$ cat src/verilog/settle_pkg.sv
package settle_pkg;
  // clock and time base
  localparam int unsigned CLK_HZ       = 200_000_000;
  localparam int unsigned MS_PER_S     = 1000;
  localparam int unsigned TICK_MS      = 1;
  localparam int unsigned MS_CYCLES    = CLK_HZ / MS_PER_S * TICK_MS;

  // widths
  localparam int unsigned AW           = 5;
  localparam int unsigned DW           = 32;
  localparam int unsigned DEV_W        = 32;
  localparam int unsigned SPD_W        = 24;
  localparam int unsigned RPM_W        = 16;
  localparam int unsigned TIME_W       = 20;
  localparam int unsigned MS_W         = 10;
  localparam int unsigned TERM_N       = 8;
  localparam int unsigned TERM_W       = 3;
  localparam int unsigned PRESET_N     = 7;

  typedef enum logic [1:0] {
    MODE_PULSE,
    MODE_INT_POS,
    MODE_SPEED,
    MODE_TORQUE
  } ctrl_mode_t;

  // register word addresses
  localparam logic [AW-1:0] REG_DEV_UNIT   = 5'h00;
  localparam logic [AW-1:0] REG_DEV_RANGE  = 5'h01;
  localparam logic [AW-1:0] REG_ZSPD_RANGE = 5'h02;
  localparam logic [AW-1:0] REG_FORMAT     = 5'h03;
  localparam logic [AW-1:0] REG_PULSE_TIME = 5'h04;
  localparam logic [AW-1:0] REG_JUDGE_TIME = 5'h05;
  localparam logic [AW-1:0] REG_RAMP_EN    = 5'h06;
  localparam logic [AW-1:0] REG_ACC1       = 5'h07;
  localparam logic [AW-1:0] REG_DEC1       = 5'h08;
  localparam logic [AW-1:0] REG_ACC2       = 5'h09;
  localparam logic [AW-1:0] REG_DEC2       = 5'h0A;
  localparam logic [AW-1:0] REG_PRESET1    = 5'h0B;
  localparam logic [AW-1:0] REG_TLIM_SEL   = 5'h12;
  localparam logic [AW-1:0] REG_TQ_MAXSPD  = 5'h13;
  localparam logic [AW-1:0] REG_STATUS     = 5'h14;
  localparam logic [AW-1:0] REG_TERM_MAP   = 5'h15;

  // terminal map fields
  localparam int unsigned MAP_ZD_POS   = 0;
  localparam int unsigned MAP_ZD_EN    = 3;
  localparam int unsigned MAP_ST_POS   = 4;
  localparam int unsigned MAP_ST_EN    = 7;

  // status fields
  localparam int unsigned ST_ZDEV      = 0;
  localparam int unsigned ST_RECOG     = 1;
  localparam int unsigned ST_SETTLED   = 2;
  localparam int unsigned ST_FORMAT    = 3;
  localparam int unsigned ST_RAMP      = 4;

  // deviation unit, output format and torque limit codes
  localparam logic UNIT_SCALED = 1'b0;
  localparam logic UNIT_PULSE  = 1'b1;
  localparam logic FMT_LEVEL   = 1'b0;
  localparam logic FMT_SHOT    = 1'b1;
  localparam logic TLIM_MAX    = 1'b0;

  // reset values (pulse and judgment times in ms ticks, speeds in 0.01 r/min)
  localparam logic [DEV_W-1:0]  RST_DEV_RANGE  = 32'h0000_0064;
  localparam logic [RPM_W-1:0]  RST_ZSPD_RANGE = 16'h0032;
  localparam logic [MS_W-1:0]   RST_PULSE_TIME = 10'h014;
  localparam logic [MS_W-1:0]   RST_JUDGE_TIME = 10'h000;
  localparam logic [TIME_W-1:0] RST_ACC1       = 20'h003E8;
  localparam logic [TIME_W-1:0] RST_DEC1       = 20'h003E8;
  localparam logic [TIME_W-1:0] RST_ACC2       = 20'h01388;
  localparam logic [TIME_W-1:0] RST_DEC2       = 20'h01388;
  localparam logic [SPD_W-1:0]  RST_PRESET_LO  = 24'h002710;
  localparam logic [SPD_W-1:0]  RST_PRESET2    = 24'h00C350;
  localparam logic [SPD_W-1:0]  RST_PRESET3    = 24'h0186A0;
  localparam logic [SPD_W-1:0]  RST_TQ_MAXSPD  = 24'h0493E0;
  localparam logic [7:0]        RST_TERM_MAP   = 8'h98;
endpackage

$ cat src/verilog/inposition_and_speed_select.sv
module inposition_and_speed_select
  import settle_pkg::*;
#(
  parameter int unsigned MS_TICK_CYCLES = settle_pkg::MS_CYCLES
) (
  input  wire logic                          clk,
  input  wire logic                          resetn,
  input  wire logic [settle_pkg::AW-1:0]     reg_addr,
  input  wire logic [settle_pkg::DW-1:0]     reg_wdata,
  input  wire logic                          reg_we,
  input  wire logic                          reg_re,
  output logic      [settle_pkg::DW-1:0]     reg_rdata,
  input  wire logic                          nv_output_format,
  input  wire settle_pkg::ctrl_mode_t        ctrl_mode,
  input  wire logic [settle_pkg::DEV_W-1:0]  deviation_scaled,
  input  wire logic [settle_pkg::DEV_W-1:0]  deviation_raw,
  input  wire logic [settle_pkg::RPM_W-1:0]  motor_speed,
  input  wire logic                          cmd_queue_empty,
  input  wire logic [settle_pkg::TIME_W-1:0] entry_accel_time,
  input  wire logic [settle_pkg::TIME_W-1:0] entry_decel_time,
  input  wire logic                          ramp_set_select,
  input  wire logic                          speed_select_bit0,
  input  wire logic                          speed_select_bit1,
  input  wire logic                          speed_select_bit2,
  input  wire logic [settle_pkg::SPD_W-1:0]  analog_speed_ref,
  output logic [settle_pkg::TERM_N-1:0]      general_output_terminal,
  output logic                               position_settled_flag,
  output logic                               ramp_active,
  output logic [settle_pkg::TIME_W-1:0]      accel_time_out,
  output logic [settle_pkg::TIME_W-1:0]      decel_time_out,
  output logic [settle_pkg::SPD_W-1:0]       speed_ref_out
);
  import settle_pkg::*;

  logic                deviation_unit_select_q;
  logic [DEV_W-1:0]    deviation_range_value_q;
  logic [RPM_W-1:0]    zero_speed_range_value_q;
  logic [MS_W-1:0]     settled_pulse_or_min_off_time_q;
  logic [MS_W-1:0]     settled_judgment_time_q;
  logic                speed_ramp_enable_q;
  logic [TIME_W-1:0]   accel_time_set1_q;
  logic [TIME_W-1:0]   decel_time_set1_q;
  logic [TIME_W-1:0]   accel_time_set2_q;
  logic [TIME_W-1:0]   decel_time_set2_q;
  logic [SPD_W-1:0]    preset_speed_q [PRESET_N];
  logic                torque_speed_limit_select_q;
  logic [SPD_W-1:0]    torque_mode_max_speed_q;
  logic [7:0]          term_map_q;
  logic                settled_output_format_q;
  logic                format_loaded_q;
  logic [31:0]         tick_cnt_q;
  logic                ms_tick;
  logic [DEV_W-1:0]    dev_sel;
  logic                zero_dev;
  logic                raw_settled;
  logic [MS_W-1:0]     judge_cnt_q;
  logic                recog_q;
  logic                recog_prev_q;
  logic [MS_W-1:0]     out_cnt_q;
  logic                settled_d;
  logic                zero_dev_q;
  logic [2:0]          step_code;
  logic                ramp_d;
  logic                set2;
  logic [TIME_W-1:0]   acc_sel;
  logic [TIME_W-1:0]   dec_sel;
  logic [SPD_W-1:0]    speed_d;

  // millisecond time base; slow count is a parameter for simulation
  // the ms count runs free, so a timed span may be one tick short
  assign ms_tick = (tick_cnt_q == MS_TICK_CYCLES - 1);

  always_ff @(posedge clk or negedge resetn) begin
    if (!resetn) begin
      tick_cnt_q <= 32'h0000_0000;
    end else if (ms_tick) begin
      tick_cnt_q <= 32'h0000_0000;
    end else begin
      tick_cnt_q <= tick_cnt_q + 32'h0000_0001;
    end
  end

  // parameter registers
  always_ff @(posedge clk or negedge resetn) begin
    if (!resetn) begin
      deviation_unit_select_q         <= UNIT_SCALED;
      deviation_range_value_q         <= RST_DEV_RANGE;
      zero_speed_range_value_q        <= RST_ZSPD_RANGE;
      settled_pulse_or_min_off_time_q <= RST_PULSE_TIME;
      settled_judgment_time_q         <= RST_JUDGE_TIME;
      speed_ramp_enable_q             <= 1'b0;
      accel_time_set1_q               <= RST_ACC1;
      decel_time_set1_q               <= RST_DEC1;
      accel_time_set2_q               <= RST_ACC2;
      decel_time_set2_q               <= RST_DEC2;
      torque_speed_limit_select_q     <= TLIM_MAX;
      torque_mode_max_speed_q         <= RST_TQ_MAXSPD;
      term_map_q                      <= RST_TERM_MAP;
    end else if (reg_we) begin
      unique case (reg_addr)
        REG_DEV_UNIT:   deviation_unit_select_q <= reg_wdata[0];
        REG_DEV_RANGE:  deviation_range_value_q <= reg_wdata[DEV_W-1:0];
        REG_ZSPD_RANGE: zero_speed_range_value_q <= reg_wdata[RPM_W-1:0];
        REG_PULSE_TIME: settled_pulse_or_min_off_time_q <= reg_wdata[MS_W-1:0];
        REG_JUDGE_TIME: settled_judgment_time_q <= reg_wdata[MS_W-1:0];
        REG_RAMP_EN:    speed_ramp_enable_q <= reg_wdata[0];
        REG_ACC1:       accel_time_set1_q <= reg_wdata[TIME_W-1:0];
        REG_DEC1:       decel_time_set1_q <= reg_wdata[TIME_W-1:0];
        REG_ACC2:       accel_time_set2_q <= reg_wdata[TIME_W-1:0];
        REG_DEC2:       decel_time_set2_q <= reg_wdata[TIME_W-1:0];
        REG_TLIM_SEL:   torque_speed_limit_select_q <= reg_wdata[0];
        REG_TQ_MAXSPD:  torque_mode_max_speed_q <= reg_wdata[SPD_W-1:0];
        REG_TERM_MAP:   term_map_q <= reg_wdata[7:0];
        default: ;
      endcase
    end
  end

  always_ff @(posedge clk or negedge resetn) begin
    if (!resetn) begin
      for (int i = 0; i < PRESET_N; i++) begin
        preset_speed_q[i] <= RST_PRESET_LO;
      end
      preset_speed_q[1] <= RST_PRESET2;
      preset_speed_q[2] <= RST_PRESET3;
    end else if (reg_we) begin
      for (int i = 0; i < PRESET_N; i++) begin
        if (reg_addr == REG_PRESET1 + AW'(i)) begin
          preset_speed_q[i] <= reg_wdata[SPD_W-1:0];
        end
      end
    end
  end

  // a later change of the stored format waits for the next reset
  // format latched once after each reset
  always_ff @(posedge clk or negedge resetn) begin
    if (!resetn) begin
      settled_output_format_q <= FMT_LEVEL;
      format_loaded_q         <= 1'b0;
    end else if (!format_loaded_q) begin
      settled_output_format_q <= nv_output_format;
      format_loaded_q         <= 1'b1;
    end
  end

  assign dev_sel = (deviation_unit_select_q == UNIT_PULSE) ? deviation_raw : deviation_scaled;
  assign zero_dev = (dev_sel <= deviation_range_value_q);

  always_comb begin
    raw_settled = zero_dev && (motor_speed <= zero_speed_range_value_q);
    if (ctrl_mode == MODE_INT_POS && !cmd_queue_empty) begin
      raw_settled = 1'b0;
    end
  end

  // the count moves on ms ticks, so the delay is within one tick
  // judgment delay, zero recognises next cycle
  always_ff @(posedge clk or negedge resetn) begin
    if (!resetn) begin
      judge_cnt_q <= '0;
      recog_q     <= 1'b0;
    end else if (!raw_settled) begin
      judge_cnt_q <= '0;
      recog_q     <= 1'b0;
    end else if (judge_cnt_q >= settled_judgment_time_q) begin
      recog_q     <= 1'b1;
    end else if (ms_tick) begin
      judge_cnt_q <= judge_cnt_q + MS_W'(1);
    end
  end

  // out_cnt_q counts off time in level format, on time in single shot
  always_ff @(posedge clk or negedge resetn) begin
    if (!resetn) begin
      recog_prev_q <= 1'b0;
      out_cnt_q    <= '0;
    end else begin
      recog_prev_q <= recog_q;
      if (settled_output_format_q == FMT_SHOT) begin
        if (recog_q && !recog_prev_q) begin
          out_cnt_q <= '0;
        end else if (position_settled_flag && ms_tick) begin
          out_cnt_q <= out_cnt_q + MS_W'(1);
        end
      end else begin
        // off time counted while output is off
        if (position_settled_flag) begin
          out_cnt_q <= '0;
        end else if (ms_tick && out_cnt_q < settled_pulse_or_min_off_time_q) begin
          out_cnt_q <= out_cnt_q + MS_W'(1);
        end
      end
    end
  end

  always_comb begin
    if (settled_output_format_q == FMT_SHOT) begin
      if (recog_q && !recog_prev_q) begin
        settled_d = 1'b1;
      end else begin
        settled_d = position_settled_flag &&
                    !(ms_tick && out_cnt_q + MS_W'(1) >= settled_pulse_or_min_off_time_q);
      end
    end else if (position_settled_flag) begin
      settled_d = recog_q;
    end else begin
      settled_d = recog_q && (out_cnt_q >= settled_pulse_or_min_off_time_q);
    end
  end

  // the flag is registered so the terminals and the flag agree each cycle
  always_ff @(posedge clk or negedge resetn) begin
    if (!resetn) begin
      position_settled_flag <= 1'b0;
      zero_dev_q            <= 1'b0;
    end else begin
      position_settled_flag <= settled_d;
      zero_dev_q            <= zero_dev;
    end
  end

  // routed from settled_d so a terminal never lags the registered flag
  // terminal routing, settled wins a shared terminal
  always_ff @(posedge clk or negedge resetn) begin
    if (!resetn) begin
      general_output_terminal <= '0;
    end else begin
      for (int t = 0; t < TERM_N; t++) begin
        general_output_terminal[t] <=
          (term_map_q[MAP_ST_EN] && term_map_q[MAP_ST_POS +: TERM_W] == TERM_W'(t)) ?
            settled_d :
          (term_map_q[MAP_ZD_EN] && term_map_q[MAP_ZD_POS +: TERM_W] == TERM_W'(t)) ?
            zero_dev : 1'b0;
      end
    end
  end

  // ramp selection
  // entry times exist only for internal moves, other modes ignore them
  assign set2 = ramp_set_select;

  always_comb begin
    unique case (ctrl_mode)
      MODE_PULSE:   ramp_d = 1'b0;
      MODE_INT_POS: ramp_d = 1'b1;
      MODE_SPEED:   ramp_d = speed_ramp_enable_q;
      MODE_TORQUE:  ramp_d = speed_ramp_enable_q;
    endcase
    // set chosen by input, times per 2000 r/min
    acc_sel = set2 ? accel_time_set2_q : accel_time_set1_q;
    dec_sel = set2 ? decel_time_set2_q : decel_time_set1_q;
    // zero entry falls back to parameters
    if (ctrl_mode == MODE_INT_POS && entry_accel_time != '0) begin
      acc_sel = entry_accel_time;
    end
    if (ctrl_mode == MODE_INT_POS && entry_decel_time != '0) begin
      dec_sel = entry_decel_time;
    end
    if (!ramp_d) begin
      acc_sel = '0;
      dec_sel = '0;
    end
  end

  // speed reference and torque limit
  // analog reference passes unscaled; the host owns its scale
  assign step_code = {speed_select_bit2, speed_select_bit1, speed_select_bit0};

  always_comb begin
    if (step_code == 3'h0) begin
      speed_d = analog_speed_ref;
    end else begin
      speed_d = preset_speed_q[step_code - 3'h1];
    end
    if (ctrl_mode == MODE_TORQUE && torque_speed_limit_select_q == TLIM_MAX) begin
      speed_d = torque_mode_max_speed_q;
    end
  end

  always_ff @(posedge clk or negedge resetn) begin
    if (!resetn) begin
      ramp_active    <= 1'b0;
      accel_time_out <= '0;
      decel_time_out <= '0;
      speed_ref_out  <= '0;
    end else begin
      ramp_active    <= ramp_d;
      accel_time_out <= acc_sel;
      decel_time_out <= dec_sel;
      speed_ref_out  <= speed_d;
    end
  end

  // register read, unmapped reads give zero
  // format reads the latched value, so software sees what runs
  always_ff @(posedge clk or negedge resetn) begin
    if (!resetn) begin
      reg_rdata <= '0;
    end else if (reg_re) begin
      reg_rdata <= '0;
      unique case (reg_addr)
        REG_DEV_UNIT:   reg_rdata[0] <= deviation_unit_select_q;
        REG_DEV_RANGE:  reg_rdata <= deviation_range_value_q;
        REG_ZSPD_RANGE: reg_rdata[RPM_W-1:0] <= zero_speed_range_value_q;
        REG_FORMAT:     reg_rdata[0] <= settled_output_format_q;
        REG_PULSE_TIME: reg_rdata[MS_W-1:0] <= settled_pulse_or_min_off_time_q;
        REG_JUDGE_TIME: reg_rdata[MS_W-1:0] <= settled_judgment_time_q;
        REG_RAMP_EN:    reg_rdata[0] <= speed_ramp_enable_q;
        REG_ACC1:       reg_rdata[TIME_W-1:0] <= accel_time_set1_q;
        REG_DEC1:       reg_rdata[TIME_W-1:0] <= decel_time_set1_q;
        REG_ACC2:       reg_rdata[TIME_W-1:0] <= accel_time_set2_q;
        REG_DEC2:       reg_rdata[TIME_W-1:0] <= decel_time_set2_q;
        REG_TLIM_SEL:   reg_rdata[0] <= torque_speed_limit_select_q;
        REG_TQ_MAXSPD:  reg_rdata[SPD_W-1:0] <= torque_mode_max_speed_q;
        REG_TERM_MAP:   reg_rdata[7:0] <= term_map_q;
        REG_STATUS: begin
          reg_rdata[ST_ZDEV]    <= zero_dev_q;
          reg_rdata[ST_RECOG]   <= recog_q;
          reg_rdata[ST_SETTLED] <= position_settled_flag;
          reg_rdata[ST_FORMAT]  <= settled_output_format_q;
          reg_rdata[ST_RAMP]    <= ramp_active;
        end
        default: begin
          for (int i = 0; i < PRESET_N; i++) begin
            if (reg_addr == REG_PRESET1 + AW'(i)) begin
              reg_rdata[SPD_W-1:0] <= preset_speed_q[i];
            end
          end
        end
      endcase
    end
  end

endmodule // inposition_and_speed_select

$ cat config.mk
export PLATFORM = sky130hd
export DESIGN_NAME = inposition_and_speed_select
export DESIGN_NICKNAME = d
export VERILOG_FILES = /design/src/verilog/settle_pkg.sv /design/src/verilog/inposition_and_speed_select.sv
export SDC_FILE = /design/constraint.sdc
export NUM_CORES = 1
export LEC_CHECK = 0
export BUFFER_PORTS_ARGS = -buffer_cell sky130_fd_sc_hd__buf_2
export CAP_MARGIN = 20
export CORE_MARGIN = 5
export CORE_UTILIZATION = 50
export CTS_BUF_LIST = sky130_fd_sc_hd__clkbuf_4 sky130_fd_sc_hd__clkbuf_8 sky130_fd_sc_hd__clkbuf_16
export DETAILED_ROUTE_END_ITERATION = 7
export PLACE_DENSITY = 0.7
export SYNTH_ARGS = -nofsm -noshare
export SYNTH_HDL_FRONTEND = slang
export SYNTH_SLANG_ARGS = --single-unit
$ cat constraint.sdc
create_clock -name clk -period 3.9 [get_ports clk]
set_input_delay 0.195 -clock clk [delete_from_list [all_inputs] [get_ports clk]]
set_output_delay 0.195 -clock clk [all_outputs]
set_load 0.02 [all_outputs]
Yosys cells after proc, flatten, opt, wreduce, memory -nomap -nowiden
Index checks and enable logic that the tools add are counted.

Muxes and demuxes: 59. Reductions and logical operators: 67. Bitwise operators: 2. $add $sub $neg: 4. Equal/unequal tests: 43. Order comparisons: 7.

Operator list (count): $mux 24 (11); $mux 20 (6); $mux 10 (8); $bmux 24 s3 (1); $mux 32 (2); $pmux 4 s12 (1); $pmux 6 s8 (1); $reduce_and 2->1 (22); $eq 5x4->1 const B (8); $reduce_bool 20->1 (2); $pmux 3 s11 (1); $add 32x1->32 const B (1); $eq 32x18->1 const B (1); $le 32x32->1 (1); $eq 5x5->1 const B (6); $ge 10x10->1 (3); $pmux 4 s7 (1); $logic_and 1x1->1 (27); $eq 3x3->1 const B (8); $mux 1 (22); $add 10x1->10 const B (2); $eq 5x3->1 const B (4); $pmux 2 s10 (1); $le 16x16->1 (1); other kinds (30) (41).

Output and inout port bits: 106. Input bits: 193. Bits in registers: 514.

Logic depth before layout (Yosys ltp)
Gate-level depths: netlist of the first run.

Depth after elaboration: 9. Depth in mapped cells: 12. Mapped depth without buffers: 12.

Worst setup path after synthesis of the first run
No wires, ideal clock.

Kind: register to register. Start: reg deviation_unit_select_q. End: reg judge_cnt_q[4]. Arrival time: 3.110 ns. Stages on the path, launching flop included: 12. Slack: 0.706 ns. Clock period less this slack: 3.194 ns. Path through: dfrtp_1 clkbuf_1 clkbuf_1 mux2_2 ha_1 nand4_1 nor4_1 nand3_1 a21boi_0 a2111oi_0 clkbuf_1 a21boi_0.

Word-level cells in the longest chain between the ends: 6. Elaborated cells on any way between the ends: 8. Classes of those cells: order compare: 1; eq/ne: 2; mux: 3; reduce/logical: 2.

Ends and longest elaborated chain: from (decl) (line inposition_and_speed_select.sv:35) `logic deviation_unit_select_q;`; from (signal assigned) (line inposition_and_speed_select.sv:101) `REG_DEV_UNIT: deviation_unit_select_q <= reg_wdata[0];`; $mux 32 (*) (line inposition_and_speed_select.sv:147) `assign dev_sel = (deviation_unit_select_q == UNIT_PULSE) ? deviation_raw : deviation_scaled;`; $le 32x32->1 (*) (line inposition_and_speed_select.sv:148) `assign zero_dev = (dev_sel <= deviation_range_value_q);`; $logic_and 1x1->1 (*) (line inposition_and_speed_select.sv:151) `raw_settled = zero_dev && (motor_speed <= zero_speed_range_value_q);`; $mux 1 (*) (line inposition_and_speed_select.sv:152) `if (ctrl_mode == MODE_INT_POS && !cmd_queue_empty) begin`; $ne 2x2->1 (no source line); $reduce_and 2->1 (no source line); to (signal assigned) (line inposition_and_speed_select.sv:169) `judge_cnt_q <= judge_cnt_q + MS_W'(1);`; to (decl) (line inposition_and_speed_select.sv:56) `logic [MS_W-1:0] judge_cnt_q;`.

Every way passes the cells marked *; elsewhere a longest branch is shown, timed or not. A chain may end at the register's enable or synchronous reset.

Worst setup path after layout of the first run
Same ends and word-level chain as after synthesis.

==> results of run 1 <==
-- final cells by class --
class,count,area (sq um),area share
repair buffers,455,2980,0.0946
multi-input cells,1484,12400,0.395
inverters,89,334,0.0106
diodes,3,7.51,0.000239
clock buffers,92,1780,0.0565
clock inverters,10,129,0.00410
flip-flops and latches,514,13000,0.412
well taps,688,861,0.0274
-- worst reg2reg max path: cells and delay by family, from the launching register on --
family          cells  cell delay [ps]
flops               1              370
fa+ha+maj           1              300
mux                 1              450
buf+inv             2              490
compound gates      6             1980
-- per-layer routing --
metal	GRT usage	vias up	routed length, um
li1	-	9106	-
met1	0.374	10600	33200
met2	0.507	1006	43300
met3	0.0633	253	7110
met4	0.137	8	4480
met5	0	-	49
-- kinds of logic after synthesis --
group           Yosys count
xor+xnor                 44
simple gates            455
compound gates          424
mux                     477
buf+inv                 245
flops                   514
other cells               1
fa+ha+maj                83
-- cell usage in the layout (no fill, tap or decap), types with 57 or more instances in the layout --
cell type / netlist / final
dfstp_2: 78 / 78
buf_2: 8 / 297
ha_1: 83 / 82
dlygate4sd3_1: 0 / 79
inv_1: 89 / 89
clkbuf_16: 0 / 57
a22oi_1: 89 / 89
nor2_1: 156 / 152
mux2_2: 411 / 411
dfrtp_1: 436 / 436
a21oi_1: 92 / 91
nand2_1: 69 / 69
buf_4: 0 / 70
-- flip-flops by register name (all words and copies together) (netlist names), 8 cells and up --
| signal | cells |
|---|---|
| tick_cnt_q | 32 |
| accel_time_set1_q | 20 |
| term_map_q | 8 |
| general_output_terminal | 8 |
| preset_speed_q | 168 |
| zero_speed_range_value_q | 16 |
| accel_time_out | 20 |
| decel_time_out | 20 |
| settled_pulse_or_min_off_time_q | 10 |
| deviation_range_value_q | 32 |
| decel_time_set1_q | 20 |
| decel_time_set2_q | 20 |
| out_cnt_q | 10 |
| reg_rdata | 32 |
| accel_time_set2_q | 20 |
| settled_judgment_time_q | 10 |
| speed_ref_out | 24 |
| judge_cnt_q | 10 |
| torque_mode_max_speed_q | 24 |
-- report_power, final --
group	internal, uW	switching, uW	total (uW)	leakage [uW]
registers	6300	790	7090	0.00646
logic	1430	1580	3000	0.00696
clock network	3290	2160	5450	0.000970
total	11000	4530	15500	0.0144
-- Yosys cell counts (all sizes together) (7+ instances only) --
master  instances
dfrtp         436
mux2          412
nor2          156
clkbuf        127
a21oi          92
a22oi          89
inv            89
ha             83
dfstp          78
nand2          69
nand3          57
a221oi         51
mux2i          41
a211oi         40
nor3           39
o21ai          33
nand4          30
buf            29
xnor2          29
mux4           24
a222oi         23
a22o           23
nor4           21
and3           16
xor2           15
and2           12
nor2b          12
o31ai          10
a31oi           8
and4            7
nand2b          7
-- metrics by stage --
step                hold WS [ps]   util
floorplan                   -101      -
global placement             345  0.551
detailed placement           353  0.551
CTS                         2.84  0.602
global route                31.2  0.602
finish                      18.4  0.602
-- final timing paths --
path	depth (start not counted)	endpoint	from	slack, ps
max in group asynchronous	3	settled_pulse_or_min_off_time_q[2]	resetn	2570
setup / recovery	10	judge_cnt_q[4]	deviation_unit_select_q	240
min in group asynchronous	2	reg_rdata[27]	resetn	250
setup reg to reg	10	judge_cnt_q[4]	deviation_unit_select_q	240
hold reg to reg	1	tick_cnt_q[0]	tick_cnt_q[0]	460
hold / removal	2	preset_speed_q[163]	reg_wdata[19]	20
==> flow_summary_export.csv, run 1 <==
group,metric,value,unit
detailed_routing,drt-vias-per-instance,6.29,
place,gp_congestion,0.924,
yosys,syn_area_per_cell,11.7,sq um
finish,finish.instance_area,0.0315,sq mm
sta,rsz0062_at_grt,"false",
yosys,yosys-top-cells-area,"dfrtp_1 42%, mux2_2 18%, dfstp_2 7.8%",
yosys,synth_mux_area_frac,0.213,
yosys,synth_compound_area_frac,0.118,
status,status,"finished, final reports clean",
sta,drv_slew,0,
power_and_ir_drop,p_leak,0.0144,uW
power_and_ir_drop,p_total,15500,uW
setup_path,crit_type,"reg -> reg",
place,pre_cts_slack,289,ps
clocking,ctsResizeCount,0,
floorplan,core-area,0.0522,sq mm
floorplan,die_h,239,um
yosys,synth_top_family_by_area,"multiplexers",
yosys,synthSimpleGateAreaFrac,0.0854,
flow_run,maxCapViolations,0,
detailed_routing,ant_nets,0,
setup_path,crit_family,"compound AO/OA/AOI/OAI gates",
setup_path,crit_path_end_kind,"flip-flop",
yosys,ys.warnings.count,0,
clocking,path_clk_slew,60,ps
setup_path,startpoint_type,"flip-flop",
detailed_routing,dr_total_vias,21000,
yosys,syn_inst,2243,
yosys,synth_top_area_share,0.416,
yosys,synth_fa_ha_area_frac,0.0396,
global_routing,gr-total-overflow,0,
place,place_area,0.0288,sq mm
yosys,ys_seq_elements,514,
setup_path,arrival,4190,ps
place,io_buffers,298,
floorplan,initial_core_util,0.502,
clocking,h-tree-depth,2,
yosys,synth-xor-area-share,0.0147,
clocking,cts_tree,"built",
sta,hold_violations,0,
sta,layout_setup_ws,242,ps
setup_path,path_cells,"buf_12 > mux2_2 > ha_1 > a21oi_1 > o21ai_0 > a221oi_1 > a21boi_0 > a2111oi_1 > buf_4 > a21boi_0",
detailed_routing,first_pass_iters,6,
clocking,cts_hold_buf,79,
floorplan,io_pins,299,
setup_path,slowest_delay,690,ps
yosys,synth_seq_area_share,0.494,
clocking,cts.sinks,514,
min_path,hold_class,"in -> reg",
sta,max_freq,0.273,GHz
floorplan,die-width,239,um
yosys,netlist_area,0.0262,sq mm
clocking,cts_root_buf,"clkbuf_16",
yosys,synthFlopType,"dfrtp_1",
setup_path,slowest_stage,"a221oi_1",
clocking,cts_buffers,54,
floorplan,die_area,0.0572,sq mm
setup_path,required,4430,ps
detailed_routing,wl_per_cell,26.4,um
global_routing,antenna_found_initial,8,
power_and_ir_drop,power_density,494,mW/mm^2
global_routing,grt_max_degree,108,
sta,skew,19.1,ps
power_and_ir_drop,vdd_drop_max,0.000393,V
global_routing,grtUsageTotal,0.301,
detailed_routing,drtIter0Drc,1840,
yosys,async_reset_ff_frac,1.00,
finish,syn_to_final_growth,19.9,%
sta,worst_pin_slew,1070,ps
finish,n_fill_cell,4229,
detailed_routing,routed_wl,88200,um
clocking,cts_buffer_depth,3,
global_routing,grt_pass1_wl,132000,um
sta,fin_crit_sh,0.938,
finish,post_route_cells_drive_above_1_share,0.387,
detailed_routing,drc,0,
setup_path,worst-path-buf-inv,2,
floorplan,rows,84,
place,placed_cells,3151,
setup_path,path_common_cell,"a21boi_0",
sta,relSlewSlack,0.284,
clocking,cts_setup_buffers,0,
sta,period_minus_slack,3660,ps
global_routing,grt_pass1_vias,21700,
finish,final_cell_count_no_fill,3335,
yosys,synthesis.nets,2519,
sta,setup_viol,0,
yosys,ys_types,68,
yosys,synth-edff-count,0,
finish,final_nets,2874,
sta,setup_tns,0,ps
place,dp_hpwl,61400,um
setup_path,cp_max_fo,34,
yosys,synth.largest_area_cell,"dfrtp_1",
clocking,clk_latency,620,ps
Note: power is estimated with default switching activity, not from simulation.
==> inputs of run 2 (changes only) <==
- GPL_TIMING_DRIVEN: unset -> 0
- clock period: 3.9 -> 4.3 ns (I/O delays scaled with it)
==> flow_summary_export.csv, run 2 (synthesis results as in run 1) <==
group,metric,value,unit
sta,setup_tns,0,ps
sta,max_freq,0.247,GHz
detailed_routing,first_pass_iters,7,
power_and_ir_drop,p_int,10100,uW
sta,period_minus_slack,4040,ps
setup_path,slowest_stage,"dfrtp_2",
setup_path,r2r-start,"deviation_unit_select_q",
status,status,"finished, final reports clean",
power_and_ir_drop,vdd_drop_max,0.000314,V
clocking,clk_latency,620,ps
finish,final_util,0.605,
setup_path,required,4820,ps
setup_path,crit_path_end_kind,"flip-flop",
global_routing,grt_pass1_vias,22300,
setup_path,path_cells,"clkbuf_2 > mux2_2 > ha_1 > nand4_1 > nor4_4 > nand3_1 > a21boi_0 > a2111oi_1 > clkdlybuf4s18_2 > a21boi_0",
clocking,cts_root_buf,"clkbuf_16",
floorplan,core-area,0.0522,sq mm
floorplan,rows,84,
floorplan,die_area,0.0572,sq mm
power_and_ir_drop,swShare,0.298,
sta,hold_violations,0,
finish,final_cell_mix,"435 x dfrtp_1, 411 x mux2_2, 298 x buf_2",
power_and_ir_drop,power_density,455,mW/mm^2
floorplan,die-width,239,um
sta,worst_pin_slew,1170,ps
place,pre_cts_slack,-858,ps
clocking,cts_buffer_depth,3,
floorplan,io_pins,299,
power_and_ir_drop,sequentialPowerShare,0.451,
clocking,path_clk_slew,60,ps
sta,skew,14.4,ps
finish,final_cell_count_no_fill,3426,
floorplan,initial_core_util,0.502,
finish,regMostFlops,"preset_speed_q",
setup_path,r2r-end,"judge_cnt_q[4]",
power_and_ir_drop,p_sw,4280,uW
clocking,h-tree-depth,2,
setup_path,slowest_delay,520,ps
setup_path,crit_type,"reg -> reg",
clocking,cts.sinks,514,
sta,fin_crit_sh,0.940,
global_routing,grtUsageTotal,0.329,
detailed_routing,wl_per_cell,28.2,um
clocking,cts_setup_buffers,0,
setup_path,cp_max_fo,11,
sta,drv_slew,0,
place,io_buffers,291,
finish,syn_to_final_growth,20.4,%
setup_path,crit_path_end,"judge_cnt_q[4]",
detailed_routing,drc,0,
detailed_routing,ant_nets,0,
global_routing,antenna_found_initial,7,
finish,final_common_cell,"dfrtp_1",
place,placed_cells,3228,
clocking,cts_buffers,55,
global_routing,grt_max_degree,126,
place,gp_congestion,0.986,
global_routing,grt_pass1_wl,141000,um
finish,post_route_cells_drive_above_1_share,0.346,
sta,layout_setup_ws,259,ps
place,dp_hpwl,70100,um
power_and_ir_drop,pwr-share-comb,0.194,
setup_path,startpoint,"deviation_unit_select_q",
floorplan,die_h,239,um
min_path,hold_class,"in -> reg",
global_routing,gr-total-overflow,0,
detailed_routing,drtIter0Drc,2569,
detailed_routing,dr_total_vias,22100,
power_and_ir_drop,power_frac_clock,0.355,
setup_path,startpoint_type,"flip-flop",
sta,setup_viol,0,
sta,relSlewSlack,0.223,
clocking,cts_tree,"built",
detailed_routing,routed_wl,96500,um
setup_path,arrival,4560,ps
setup_path,r2r_cells,10,
setup_path,path_common_cell,"a21boi_0",
finish,final_nets,2961,
power_and_ir_drop,p_leak,0.0143,uW
setup_path,ff2ff_setup_slack,260,ps
finish,n_fill_cell,4227,
flow_run,maxCapViolations,0,
detailed_routing,drt-vias-per-instance,6.44,
sta,rsz0062_at_grt,"false",
finish,largest_reg_flops,168,
==> run 2: cell types whose count changed in the layout (fill, tap and decap cells not counted), sizes merged <==
cell           delta
clkinvlp          +1
inv               +1
dlygate4sd3      +10
buf              -50
bufinv            +3
diode             +4
clkdlybuf4s18     +1
clkinv            +3
clkbuf          +118
==> run 2: cell type report <==
| cell class | count | area, sq um | area share |
|---|---|---|---|
| inverters | 89 | 334 | 0.0106 |
| clock buffers | 85 | 1700 | 0.0538 |
| well taps | 688 | 861 | 0.0272 |
| clock inverters | 18 | 246 | 0.00780 |
| diodes | 7 | 17.5 | 0.000554 |
| flip-flops and latches | 514 | 13000 | 0.410 |
| repair buffers | 387 | 2500 | 0.0791 |
| multi-input cells | 1484 | 12400 | 0.392 |
| plain buffers | 154 | 602 | 0.0190 |
==> run 2: critical path, delay by kind of cell (launching register included) <==
family	cells	cell delay [ps]
DFF	1	520
AOI/OAI and AO/OA	3	950
adders and majority gates	1	310
muxes	1	410
buffers and inverters	2	800
and+or+nand+nor	3	940
==> run 2: metal layers <==
metal / routed length [um] / track usage / up-vias / part of all wire
li1: - / - / 9269 / -
met1: 36400 / 0.418 / 11100 / 0.38
met2: 44600 / 0.526 / 1335 / 0.46
met3: 9190 / 0.0769 / 378 / 0.095
met4: 6220 / 0.173 / 8 / 0.065
met5: 47 / 0 / - / 0.00049
==> run 2: repair_timing <==
action | 4_1_cts | 5_1_grt
hold buffers | 89 | 0
hold endpoints to repair | 252 | 0
resized for setup | 7 | 1
endpoints found under the setup margin | 20 | 10
cloned | 0 | 0
==> run 2: power by group through the flow <==
| stage | registers (uW) | clock network, uW | logic, uW |
|---|---|---|---|
| global route | 6520 | 5340 | 3020 |
| global placement | 6480 | 0 | 2570 |
| finish | 6480 | 5090 | 2790 |
| floorplan | 6300 | 0 | 1630 |
| CTS | 6440 | 5130 | 2770 |
| detailed placement | 6510 | 0 | 2690 |
==> run 2: worst min path at each step <==
stage                  start                    endpoint  slack (ps)  cells past startpoint
6_report        reg_wdata[6]  torque_mode_max_speed_q[6]          30                      2
3_5_place_dp          resetn          decel_time_out[14]         320                      1
5_1_grt         reg_wdata[2]         preset_speed_q[146]          30                      2
2_1_floorplan         resetn           accel_time_out[0]         -80                      0
3_3_place_gp   tick_cnt_q[0]               tick_cnt_q[0]         440                      1
4_1_cts         reg_wdata[6]  torque_mode_max_speed_q[6]           8                      2
==> run 2: through the flow <==
step | cell area, sq um | power, uW | hold slack [ps]
CTS | 31600 | 14300 | 8.14
global placement | 28600 | 9050 | 438
finish | 31600 | 14400 | 34.0
detailed placement | 28700 | 9200 | 325
floorplan | 26200 | 7940 | -80.6
global route | 31600 | 14900 | 32.3
